$ cat src/rtl/tef_consts.svh
// Summary of operation
// - Events set flags; enabled flags hold requests.
// - Flag clears on read-while-set then zero write.
// - Event between steps keeps flag set.
// - Edge counting: wrap flag at terminal to zero.
// - Center counting: wrap flag at top reversal.
// - Capture edge select: none, rise, fall, both.
// - Output compare flags every counter match.
// - Edge PWM match flags, ends duty.
// - Center PWM flags both matches per period.
// - Counter write clears counter and prescaler.
// - Halted counter reads return live value.
// - Halted status or counter write drops latch.
// - Halted channel reads live; control write drops latch.
// - Capture mode ignores channel value writes.
// - Compare buffer loads at next counter step.
// - PWM buffer loads stepping modulo-1 to modulo.
// - Center value equal modulo gives full duty.
// - Center value modulo-1 gives almost full duty.
// - Zero to nonzero waits for next period.
// - Nonzero to zero finishes period at old duty.
// - Halted status write drops modulo write latch.
// - Edge PWM output frozen while clock off.
// - Interrupt request is active high.
// - Reset clears status control; channels capture.
`ifndef TEF_CONSTS_SVH
`define TEF_CONSTS_SVH
`define TEF_CNT_RST   16'h0000
`define TEF_CNT_MAX   16'hffff
`define TEF_ONE       16'h0001
`define TEF_CLK_OFF   2'h0
`define TEF_PS_RST    7'h00
`define TEF_PS_FULL   7'h7f
`define TEF_PS_TOP    3'h7
`define TEF_EDGE_NONE 2'h0
`define TEF_EDGE_RISE 2'h1
`define TEF_EDGE_FALL 2'h2
`define TEF_EDGE_BOTH 2'h3
`define TEF_BYTE_RST  8'h00
`endif

$ cat src/rtl/tef_pkg.sv
package tef_pkg;
	// Channel operating modes.
	typedef enum logic [1:0] {
		mode_ic,
		mode_oc,
		mode_edge_aligned_pwm,
		mode_center_aligned_pwm
	} tef_mode_t;
endpackage : tef_pkg

$ cat src/rtl/tef_pin_sync.sv
`timescale 1ns/1ps
module tef_pin_sync (
	// Clock and reset.
	input  wire logic i_mclk,
	input  wire logic i_sys_rst,
	// Raw pin.
	input  wire logic i_pin,
	// Qualified edge pulses.
	output logic      o_rise,
	output logic      o_fall
);
	import tef_pkg::*;

	logic s1_ff;
	logic s2_ff;
	logic s3_ff;
	logic lvl_ff;
	wire logic chg = (s2_ff == s3_ff) && (s3_ff != lvl_ff);

	// Three stages; a change counts once the last two agree.
	always_ff @(posedge i_mclk or posedge i_sys_rst)
	begin
		if (i_sys_rst)
		begin
			s1_ff  <= 1'b0;
			s2_ff  <= 1'b0;
			s3_ff  <= 1'b0;
			lvl_ff <= 1'b0;
			o_rise <= 1'b0;
			o_fall <= 1'b0;
		end
		else
		begin
			s1_ff  <= i_pin;
			s2_ff  <= s1_ff;
			s3_ff  <= s2_ff;
			lvl_ff <= chg ? s3_ff : lvl_ff;
			o_rise <= chg && s3_ff;
			o_fall <= chg && !s3_ff;
		end
	end
endmodule : tef_pin_sync

$ cat src/rtl/tef_timer.sv
`timescale 1ns/1ps
`include "tef_consts.svh"
module tef_timer (
	// Clock and reset.
	input  wire logic       i_mclk,
	input  wire logic       i_sys_rst,
	// Debug halt and channel pin.
	input  wire logic       i_dbg_halt,
	input  wire logic       i_ch_pin,
	// Timer status-control write and flag access.
	input  wire logic       i_tsc_wr,
	input  wire logic [1:0] i_clk_sel,
	input  wire logic       i_center_sel,
	input  wire logic       i_wrap_ie,
	input  wire logic [2:0] i_presc_sel,
	input  wire logic       i_wrap_flag_rd,
	input  wire logic       i_wrap_bit_zero,
	// Channel status-control write and flag access.
	input  wire logic       i_csc_wr,
	input  wire logic [1:0] i_ch_mode_sel,
	input  wire logic [1:0] i_edge_sel,
	input  wire logic       i_ch_ie,
	input  wire logic       i_ch_flag_rd,
	input  wire logic       i_ch_bit_zero,
	// Byte accesses.
	input  wire logic [7:0] i_wdata,
	input  wire logic       i_cnt_wr,
	input  wire logic       i_cnt_rd_hi,
	input  wire logic       i_cnt_rd_lo,
	input  wire logic       i_mod_wr_hi,
	input  wire logic       i_mod_wr_lo,
	input  wire logic       i_cv_wr_hi,
	input  wire logic       i_cv_wr_lo,
	input  wire logic       i_cv_rd_hi,
	input  wire logic       i_cv_rd_lo,
	// Read data, flags, request and channel pin.
	output logic [7:0]      o_cnt_rdata,
	output logic [7:0]      o_cv_rdata,
	output logic            o_wrap_flag,
	output logic            o_ch_flag,
	output logic            o_irq,
	output logic            o_ch_out,
	output logic            o_ch_oe
);
	import tef_pkg::*;

	// Flag step: an event beats both read and clear.
	function automatic logic [1:0] tef_flag_nxt(input logic flag,
		input logic arm, input logic evt, input logic rd,
		input logic clr);
		logic [1:0] r;
		r = {flag, arm};
		if (evt)
			r = 2'h2;
		else if (rd && flag)
			r = 2'h3;
		else if (clr && arm)
			r = 2'h0;
		tef_flag_nxt = r;
	endfunction : tef_flag_nxt

	logic [1:0]  clk_sel_ff;
	logic        center_ff;
	logic        wrap_ie_ff;
	logic [2:0]  presc_sel_ff;
	logic [1:0]  ms_ff;
	logic [1:0]  els_ff;
	logic        ch_ie_ff;
	logic [6:0]  presc_ff;
	logic [15:0] cnt_ff;
	logic        up_ff;
	logic [15:0] mod_ff;
	logic [7:0]  mod_hi_ff;
	logic        mod_hw_ff;
	logic [15:0] cv_ff;
	logic [15:0] cvb_ff;
	logic        cv_hw_ff;
	logic        cv_lw_ff;
	logic        cnt_lat_ff;
	logic [7:0]  cnt_buf_ff;
	logic        cv_lat_ff;
	logic [7:0]  cv_buf_ff;
	logic        wrap_arm_ff;
	logic        ch_arm_ff;
	logic        zero_ff;
	logic        act_ff;
	logic        rise;
	logic        fall;

	// Mode and timing decode.
	wire tef_mode_t mode = center_ff ? mode_center_aligned_pwm :
		ms_ff[1] ? mode_edge_aligned_pwm : ms_ff[0] ? mode_oc : mode_ic;
	wire logic [6:0]  ps_mask = `TEF_PS_FULL >> (`TEF_PS_TOP - presc_sel_ff);
	wire logic        run = (clk_sel_ff != `TEF_CLK_OFF) && !i_dbg_halt;
	wire logic        tick = run && (presc_ff == ps_mask);
	wire logic [15:0] top = (mod_ff == `TEF_CNT_RST) ? `TEF_CNT_MAX : mod_ff;
	wire logic        at_top = cnt_ff == top;
	wire logic [15:0] inc = cnt_ff + `TEF_ONE;
	wire logic [15:0] dec = cnt_ff - `TEF_ONE;
	wire logic        at_zero = cnt_ff == `TEF_CNT_RST;

	// Counter next value for both counting styles.
	wire logic [15:0] nxt_cnt = !center_ff ? (at_top ? `TEF_CNT_RST : inc) :
		up_ff ? (at_top ? dec : inc) : (at_zero ? inc : dec);
	wire logic nxt_up = !center_ff || (up_ff ? !at_top : at_zero);
	wire logic wrap_evt = tick && at_top && (!center_ff || up_ff);
	wire logic pwm_upd = tick && up_ff && (cnt_ff == top - `TEF_ONE);

	// Channel events.
	wire logic match = tick && (cnt_ff == cv_ff) && (mode != mode_ic);
	wire logic edge_hit = (els_ff == `TEF_EDGE_RISE && rise) ||
		(els_ff == `TEF_EDGE_FALL && fall) ||
		(els_ff == `TEF_EDGE_BOTH && (rise || fall));
	wire logic cap_evt = (mode == mode_ic) && edge_hit;
	wire logic ch_evt = cap_evt || match;

	// Channel value buffer control.
	wire logic cv_ok = mode != mode_ic;
	wire logic cv_both = cv_hw_ff && cv_lw_ff;
	wire logic cv_load = cv_both && ((clk_sel_ff == `TEF_CLK_OFF) ||
		((mode == mode_oc) ? tick : pwm_upd));

	// Flag steps; the write-zero only counts inside a register write.
	wire logic [1:0] nxt_wrap = tef_flag_nxt(o_wrap_flag, wrap_arm_ff,
		wrap_evt, i_wrap_flag_rd, i_tsc_wr && i_wrap_bit_zero);
	wire logic [1:0] nxt_ch = tef_flag_nxt(o_ch_flag, ch_arm_ff, ch_evt,
		i_ch_flag_rd, i_csc_wr && i_ch_bit_zero);

	// Center duty: zero setting only takes effect at a period boundary.
	wire logic zero_now = (wrap_evt && center_ff) ?
		(cv_ff == `TEF_CNT_RST || cv_ff[15]) : zero_ff;
	wire logic cp_act = !zero_now && !cv_ff[15] &&
		((cv_ff >= mod_ff) || (nxt_cnt < cv_ff));
	wire logic oc_act = (els_ff == `TEF_EDGE_RISE) ? !act_ff :
		(els_ff == `TEF_EDGE_BOTH);
	wire logic nxt_act = (mode == mode_ic) ? 1'b0 :
		(mode == mode_oc) ? (match && els_ff != `TEF_EDGE_NONE ? oc_act : act_ff) :
		(mode == mode_edge_aligned_pwm) ? (wrap_evt ? (cv_ff != `TEF_CNT_RST) :
		(match ? 1'b0 : act_ff)) : (tick ? cp_act : act_ff);
	wire logic pwm = (mode == mode_edge_aligned_pwm) || (mode == mode_center_aligned_pwm);
	wire logic nxt_pin = pwm ? (nxt_act ^ els_ff[0]) : nxt_act;
	wire logic pin_upd = (mode != mode_edge_aligned_pwm) || tick;

	tef_pin_sync u_sync (
		.i_mclk    (i_mclk),
		.i_sys_rst (i_sys_rst),
		.i_pin     (i_ch_pin),
		.o_rise    (rise),
		.o_fall    (fall)
	);

	// Control fields; reset leaves the clock off and channels capturing.
	always_ff @(posedge i_mclk or posedge i_sys_rst)
	begin
		if (i_sys_rst)
		begin
			clk_sel_ff   <= `TEF_CLK_OFF;
			center_ff    <= 1'b0;
			wrap_ie_ff   <= 1'b0;
			presc_sel_ff <= 3'h0;
			ms_ff        <= 2'h0;
			els_ff       <= `TEF_EDGE_NONE;
			ch_ie_ff     <= 1'b0;
		end
		else
		begin
			if (i_tsc_wr)
			begin
				clk_sel_ff   <= i_clk_sel;
				center_ff    <= i_center_sel;
				wrap_ie_ff   <= i_wrap_ie;
				presc_sel_ff <= i_presc_sel;
			end
			if (i_csc_wr)
			begin
				ms_ff    <= i_ch_mode_sel;
				els_ff   <= i_edge_sel;
				ch_ie_ff <= i_ch_ie;
			end
		end
	end

	// Prescaler and counter; any counter byte write restarts both.
	always_ff @(posedge i_mclk or posedge i_sys_rst)
	begin
		if (i_sys_rst)
		begin
			presc_ff <= `TEF_PS_RST;
			cnt_ff   <= `TEF_CNT_RST;
			up_ff    <= 1'b1;
		end
		else if (i_cnt_wr)
		begin
			presc_ff <= `TEF_PS_RST;
			cnt_ff   <= `TEF_CNT_RST;
			up_ff    <= 1'b1;
		end
		else if (run)
		begin
			presc_ff <= tick ? `TEF_PS_RST : presc_ff + 7'h01;
			cnt_ff   <= tick ? nxt_cnt : cnt_ff;
			up_ff    <= tick ? nxt_up : up_ff;
		end
	end

	// Modulo byte pair; a status write cancels a half-written value.
	always_ff @(posedge i_mclk or posedge i_sys_rst)
	begin
		if (i_sys_rst)
		begin
			mod_ff    <= `TEF_CNT_RST;
			mod_hi_ff <= `TEF_BYTE_RST;
			mod_hw_ff <= 1'b0;
		end
		else if (i_tsc_wr)
			mod_hw_ff <= 1'b0;
		else if (i_mod_wr_hi)
		begin
			mod_hi_ff <= i_wdata;
			mod_hw_ff <= 1'b1;
		end
		else if (i_mod_wr_lo && mod_hw_ff)
		begin
			mod_ff    <= {mod_hi_ff, i_wdata};
			mod_hw_ff <= 1'b0;
		end
	end

	// Channel value write buffer.
	always_ff @(posedge i_mclk or posedge i_sys_rst)
	begin
		if (i_sys_rst)
		begin
			cvb_ff   <= `TEF_CNT_RST;
			cv_hw_ff <= 1'b0;
			cv_lw_ff <= 1'b0;
		end
		else if (i_csc_wr || cv_load)
		begin
			cv_hw_ff <= 1'b0;
			cv_lw_ff <= 1'b0;
		end
		else if (cv_ok)
		begin
			if (i_cv_wr_hi)
			begin
				cvb_ff[15:8] <= i_wdata;
				cv_hw_ff     <= 1'b1;
			end
			if (i_cv_wr_lo)
			begin
				cvb_ff[7:0] <= i_wdata;
				cv_lw_ff    <= 1'b1;
			end
		end
	end

	// Channel value: capture takes the counter, otherwise buffer loads.
	always_ff @(posedge i_mclk or posedge i_sys_rst)
	begin
		if (i_sys_rst)
			cv_ff <= `TEF_CNT_RST;
		else if (cap_evt)
			cv_ff <= cnt_ff;
		else if (cv_load)
			cv_ff <= cvb_ff;
	end

	// Counter reads: high byte latches low byte, except while halted.
	always_ff @(posedge i_mclk or posedge i_sys_rst)
	begin
		if (i_sys_rst)
		begin
			o_cnt_rdata <= `TEF_BYTE_RST;
			cnt_buf_ff  <= `TEF_BYTE_RST;
			cnt_lat_ff  <= 1'b0;
		end
		else
		begin
			if (i_cnt_rd_hi)
				o_cnt_rdata <= cnt_ff[15:8];
			else if (i_cnt_rd_lo)
				o_cnt_rdata <= (cnt_lat_ff && !i_dbg_halt) ?
					cnt_buf_ff : cnt_ff[7:0];
			if (i_cnt_wr || (i_dbg_halt && i_tsc_wr))
				cnt_lat_ff <= 1'b0;
			else if (i_cnt_rd_hi && !i_dbg_halt)
			begin
				cnt_lat_ff <= 1'b1;
				cnt_buf_ff <= cnt_ff[7:0];
			end
			else if (i_cnt_rd_lo && !i_dbg_halt)
				cnt_lat_ff <= 1'b0;
		end
	end

	// Channel value reads, same latching scheme.
	always_ff @(posedge i_mclk or posedge i_sys_rst)
	begin
		if (i_sys_rst)
		begin
			o_cv_rdata <= `TEF_BYTE_RST;
			cv_buf_ff  <= `TEF_BYTE_RST;
			cv_lat_ff  <= 1'b0;
		end
		else
		begin
			if (i_cv_rd_hi)
				o_cv_rdata <= cv_ff[15:8];
			else if (i_cv_rd_lo)
				o_cv_rdata <= (cv_lat_ff && !i_dbg_halt) ?
					cv_buf_ff : cv_ff[7:0];
			if (i_dbg_halt && i_csc_wr)
				cv_lat_ff <= 1'b0;
			else if (i_cv_rd_hi && !i_dbg_halt)
			begin
				cv_lat_ff <= 1'b1;
				cv_buf_ff <= cv_ff[7:0];
			end
			else if (i_cv_rd_lo && !i_dbg_halt)
				cv_lat_ff <= 1'b0;
		end
	end

	// Flags, request and channel pin; the request is registered.
	always_ff @(posedge i_mclk or posedge i_sys_rst)
	begin
		if (i_sys_rst)
		begin
			{o_wrap_flag, wrap_arm_ff} <= 2'h0;
			{o_ch_flag, ch_arm_ff}     <= 2'h0;
			o_irq    <= 1'b0;
			zero_ff  <= 1'b1;
			act_ff   <= 1'b0;
			o_ch_out <= 1'b0;
			o_ch_oe  <= 1'b0;
		end
		else
		begin
			{o_wrap_flag, wrap_arm_ff} <= nxt_wrap;
			{o_ch_flag, ch_arm_ff}     <= nxt_ch;
			o_irq <= (o_wrap_flag && wrap_ie_ff) ||
				(o_ch_flag && ch_ie_ff);
			zero_ff <= zero_now;
			act_ff  <= pin_upd ? nxt_act : act_ff;
			o_ch_out <= pin_upd ? nxt_pin : o_ch_out;
			o_ch_oe <= (mode != mode_ic) && (els_ff != `TEF_EDGE_NONE);
		end
	end

	// Checks.
	chk_irq_from_flag: assert property (@(posedge i_mclk)
		disable iff (i_sys_rst) (o_ch_flag && ch_ie_ff) |=> o_irq)
		else $error("request missing for enabled channel flag");
	chk_clear_needs_read: assert property (@(posedge i_mclk)
		disable iff (i_sys_rst)
		(o_wrap_flag && !wrap_arm_ff && i_tsc_wr && i_wrap_bit_zero)
		|=> o_wrap_flag)
		else $error("wrap flag cleared without prior read");
	chk_event_beats_clear: assert property (@(posedge i_mclk)
		disable iff (i_sys_rst) ch_evt |=> (o_ch_flag && !ch_arm_ff))
		else $error("channel event lost or clear still armed");
	chk_wrap_to_zero: assert property (@(posedge i_mclk)
		disable iff (i_sys_rst)
		(tick && !center_ff && at_top && !i_cnt_wr)
		|=> (cnt_ff == `TEF_CNT_RST) && o_wrap_flag)
		else $error("edge counting wrap wrong");
	chk_center_turn: assert property (@(posedge i_mclk)
		disable iff (i_sys_rst)
		(tick && center_ff && up_ff && at_top && !i_cnt_wr)
		|=> !up_ff && o_wrap_flag)
		else $error("center reversal did not flag");
	chk_cnt_clear: assert property (@(posedge i_mclk)
		disable iff (i_sys_rst) i_cnt_wr
		|=> (cnt_ff == `TEF_CNT_RST) && (presc_ff == `TEF_PS_RST))
		else $error("counter write did not clear");
	chk_capture_ignore: assert property (@(posedge i_mclk)
		disable iff (i_sys_rst)
		(mode == mode_ic && (i_cv_wr_hi || i_cv_wr_lo) && !i_csc_wr)
		|=> !cv_hw_ff && !cv_lw_ff)
		else $error("capture mode accepted value write");
	chk_edge_aligned_pwm_frozen: assert property (@(posedge i_mclk)
		disable iff (i_sys_rst)
		(mode == mode_edge_aligned_pwm && clk_sel_ff == `TEF_CLK_OFF) |=> $stable(o_ch_out))
		else $error("edge pwm output moved with clock off");
	chk_halt_live_read: assert property (@(posedge i_mclk)
		disable iff (i_sys_rst) (i_dbg_halt && i_cnt_rd_lo && !i_cnt_rd_hi)
		|=> o_cnt_rdata == $past(cnt_ff[7:0]))
		else $error("halted read returned latched byte");
	chk_capture_flag: assert property (@(posedge i_mclk)
		disable iff (i_sys_rst) cap_evt |=> o_ch_flag ##1 o_irq || !ch_ie_ff)
		else $error("capture edge did not raise flag");
endmodule : tef_timer

$ cat config.mk
export PLATFORM = sky130hd
export DESIGN_NAME = tef_timer
export DESIGN_NICKNAME = d
export VERILOG_FILES = /design/src/rtl/tef_pkg.sv /design/src/rtl/tef_pin_sync.sv /design/src/rtl/tef_timer.sv
export VERILOG_INCLUDE_DIRS = /design/src /design/src/rtl
export SDC_FILE = /design/constraint.sdc
export NUM_CORES = 1
export LEC_CHECK = 0
export BUFFER_PORTS_ARGS = -buffer_cell sky130_fd_sc_hd__buf_2
export CAP_MARGIN = 15
export CORE_MARGIN = 2
export CORE_UTILIZATION = 59
export DETAILED_ROUTE_END_ITERATION = 8
export GPL_TIMING_DRIVEN = 0
export PLACE_DENSITY = 0.88
export SETUP_SLACK_MARGIN = 0.15
export SLEW_MARGIN = 30
export SYNTH_ARGS = -nofsm -noshare
export SYNTH_HDL_FRONTEND = slang
export SYNTH_SLANG_ARGS = --single-unit
$ cat constraint.sdc
create_clock -name i_mclk -period 9.5 [get_ports i_mclk]
set_input_delay 0.475 -clock i_mclk [delete_from_list [all_inputs] [get_ports i_mclk]]
set_output_delay 0.475 -clock i_mclk [all_outputs]
set_load 0.02 [all_outputs]
==> metrics.json <==
{
  "netlist-cell-type-count": 82,
  "timing.critical_path.max_delay_family": "compound AO/OA/AOI/OAI gates",
  "vias_per_cell": 6.64,
  "setup_ws_ps": 3420,
  "drt_iter0_markers": 1228,
  "row_count": 46,
  "fillCellCount": 1167,
  "postRouteWirelength_um": 29700,
  "min_path_type": "in -> async",
  "cp_data_arrival_time_ps": 6410,
  "async_set_reset_flop_share_out_of_synthesis": 1.00,
  "critical-path-max-stage-delay_ps": 570,
  "detail-route-antenna-nets": 0,
  "cp_num_buf_inv": 1,
  "die_width_um": 131,
  "power.density_cell_area_nw_per_um2": 215,
  "seq_area_frac_synth": 0.380,
  "timing.critical_path.to": "o_ch_out$_DFFE_PP0P_",
  "routedWlPerCell_um": 22.3,
  "i_o_pin_total": 60,
  "grt-ovfl-total": 0,
  "syn-num-nets": 1107,
  "detail_route.drc_violations": 0,
  "via_count": 8866,
  "worstSetupStartpointType": "flop",
  "crit_path_max_fanout": 10,
  "total_of_buffers_placed_on_input_and_output_ports": 55,
  "worst_setup_path_end_kind": "flop",
  "initial_utilization": 0.600,
  "path_class": "reg -> reg",
  "routability_congestion_estimate_from_global_placement": 1.01,
  "setup_tns_ps": 0,
  "fmax_mhz": 165,
  "antenna_found_initial": 0,
  "max_slew_margin": 0.438,
  "die_area_um2": 17100,
  "quantity_of_hold_fixing_buffers_added_after_cts": 0,
  "cp_common_cell": "a21oi_1",
  "syn_to_final_growth_pct": 12.1,
  "finalSetupViolCount": 0,
  "crit_slowest_cell": "a211oi_4",
  "cts.path.max_buffers": 2,
  "syn_area_um2": 9500,
  "dieHeight_um": 131,
  "htreeDepth": 4,
  "place.detailed.hpwl_um": 20700,
  "netlist_top_cells_area": "dfrtp_1 (37%), ha_1 (4.7%), o21ai_0 (4.4%)",
  "rr_startpoint": "mod_ff[2]$_DFFE_PP0P_",
  "cts_made_buffers": 17,
  "synth_top_cell_by_area": "dfrtp_1",
  "slew_violations": 0,
  "worstSkewPairLatency_ps": 440,
  "run_status": "finished clean",
  "cts-resized-gates": 0,
  "tritoncts": "done",
  "groute.usage.overall": 0.363,
  "maximum_number_of_pins_on_one_net_before_global_route_repair": 79,
  "worst-path-stages": 21,
  "vdd.ir_drop.worst_mv": 0.192,
  "cts.clk_slew.worst_paths_ps": 60,
  "first_pass_iters": 6,
  "setup.worst_path.start": "mod_ff[2]$_DFFE_PP0P_",
  "max-cap-violations": 0,
  "layout-drive-gt1-share": 0.174,
  "tritoncts_num_sinks": 144,
  "hold_violation_count_in_the_final_report": 0,
  "ys_dominant_reg_cell": "dfrtp_1",
  "grt_first_pass_wirelength_um": 46900,
  "synthesis.yosys.warnings": 0,
  "worst-r2r-setup-slack_ps": 3420,
  "r2r-end": "o_ch_out$_DFFE_PP0P_",
  "clock_tree.root_cell": "clkbuf_16",
  "fin_crit_sh": 0.640,
  "via_count_of_the_first_global_routing_pass": 8613,
  "core_area_um2": 15800,
  "finClkSkew_ps": 7.08,
  "worst-r2r-cell-count": 21,
  "pre_cts_ws_ps": 3660,
  "syn-instance-count": 1032,
  "p_leak_nw": 4.74,
  "postSynthAreaPerCell_um2": 9.21,
  "rsz_0062_raised_after_global_routing": "no",
  "final_net_count": 1182,
  "max_slew.worst_pin.slew_ps": 843,
  "min_period_ps": 6080,
  "crit_required_ps": 9830,
  "cts_setup_buffers": 0,
  "synth_enable_flop_cells": 0,
  "ys_ff_latch": 144,
  "crit_path_cell_trace": "nor4_4, nand3_1, nor3_1, a31oi_1, a21oi_2, nand4_1, a211oi_4, buf_6, a21oi_1, a21oi_1, ha_1, a21o_1, a21o_1, a21oi_1, nor2_1, a2111oi_0, o21ai_0, o21ba_2, a211oi_2, a2111oi_0, a211oi_1",
  "synth_largest_type_area_fraction": 0.374,
  "insertedDiodeCount": 0
}
## kinds of logic (layout without fill, tap and decap cells)
| group | Yosys count | count (layout) | synth area share |
|---|---|---|---|
| and+or+nand+nor | 333 | 333 | 0.179 |
| AOI/OAI and AO/OA | 244 | 244 | 0.172 |
| DFF | 144 | 144 | 0.380 |
| buffers and inverters | 126 | 214 | 0.0574 |
| muxes | 88 | 88 | 0.106 |
| xor gates and xnor gates | 61 | 61 | 0.0590 |
| adders and majority gates | 36 | 36 | 0.0474 |
## final cells by class
class                           count  area [µm²]  share of cell area
Timing Repair Buffer               56         303              0.0284
Tap cell                          216         270              0.0254
Sequential cell                   144        3610               0.339
Multi-Input combinational cell    762        5360               0.503
Inverter                           47         184              0.0173
Clock inverter                     13         104             0.00975
Buffer                             79         369              0.0347
Clock buffer                       19         453              0.0425
## synth_stat cells, drive strengths merged (5+ instances only)
cell type  number
a311oi          5
and3           13
a31oi          12
inv            47
mux2i          38
a22oi           7
a21oi          48
a2111oi        11
a21o            8
xor2           17
nor4           21
nor3           32
nand3          25
a211o           8
xnor2          44
or3             7
clkbuf         54
nor2           72
dfrtp         142
nor2b          11
o211ai          9
nand2b          7
a211oi         10
nand4          14
or4             7
ha             36
mux2           50
nand2         103
o21ai          86
buf            25
## how the worst min path moves through the flow
stage,to,from,cells after the start
floorplan,u_sync.s2_ff$_DFF_PP0_,u_sync.s1_ff$_DFF_PP0_,0
global placement,u_sync.s2_ff$_DFF_PP0_,u_sync.s1_ff$_DFF_PP0_,0
detailed placement,u_sync.s2_ff$_DFF_PP0_,u_sync.s1_ff$_DFF_PP0_,0
CTS,clk_sel_ff[0]$_DFFE_PP0P_,i_sys_rst,2
global route,clk_sel_ff[1]$_DFFE_PP0P_,i_sys_rst,2
finish,clk_sel_ff[0]$_DFFE_PP0P_,i_sys_rst,2
## metrics by stage
stage / hold WS, ps / power (mW) / cell area, µm² / util / cells
finish: 86.1 / 2.29 / 10700 / 0.673 / 1336
global route: 143 / 2.39 / 10700 / 0.673 / 1336
floorplan: 331 / 1.38 / 9500 / - / 1032
CTS: 101 / 2.26 / 10700 / 0.673 / 1336
global placement: 335 / 1.57 / 10000 / 0.635 / 1303
detailed placement: 349 / 1.61 / 10100 / 0.638 / 1304
## per-layer routing
metal | track usage | up-vias | routed length [µm] | share of wire
met5 | 0 | - | 0 | 0
met1 | 0.480 | 4202 | 11400 | 0.38
li1 | - | 3865 | - | -
met4 | 0.227 | 0 | 1810 | 0.061
met3 | 0.0839 | 163 | 3420 | 0.11
met2 | 0.542 | 636 | 13100 | 0.44
## flip-flops by register name, indices dropped and copies added (netlist names), 2 cells and up
| signal | cells |
|---|---|
| cnt_ff | 16 |
| cv_ff | 16 |
| cvb_ff | 16 |
| mod_ff | 16 |
| cnt_buf_ff | 8 |
| cv_buf_ff | 8 |
| mod_hi_ff | 8 |
| o_cnt_rdata | 8 |
| o_cv_rdata | 8 |
| presc_ff | 7 |
| presc_sel_ff | 3 |
| clk_sel_ff | 2 |
| els_ff | 2 |
| ms_ff | 2 |
## layout by cell type, fill, tap and decap left out, types with 12 or more instances in the layout
cell type  instances
xnor2_1           42
mux2_4            16
inv_1             46
mux2i_1           38
a21oi_1           45
nor2_1            71
buf_2             65
clkbuf_16         17
nand3_1           24
and3_1            13
mux2_2            34
xor2_1            17
a31oi_1           12
dfrtp_1          142
nand2_1          103
nand4_1           13
o21ai_0           84
ha_1              36
clkbuf_1          54
nor4_1            17
nor3_1            30
## where the power goes
group	internal, mW	switching, mW
logic	0.316	0.442
clock network	0.351	0.280
registers	0.734	0.170
No activity file was read; power rests on OpenSTA's default activity.
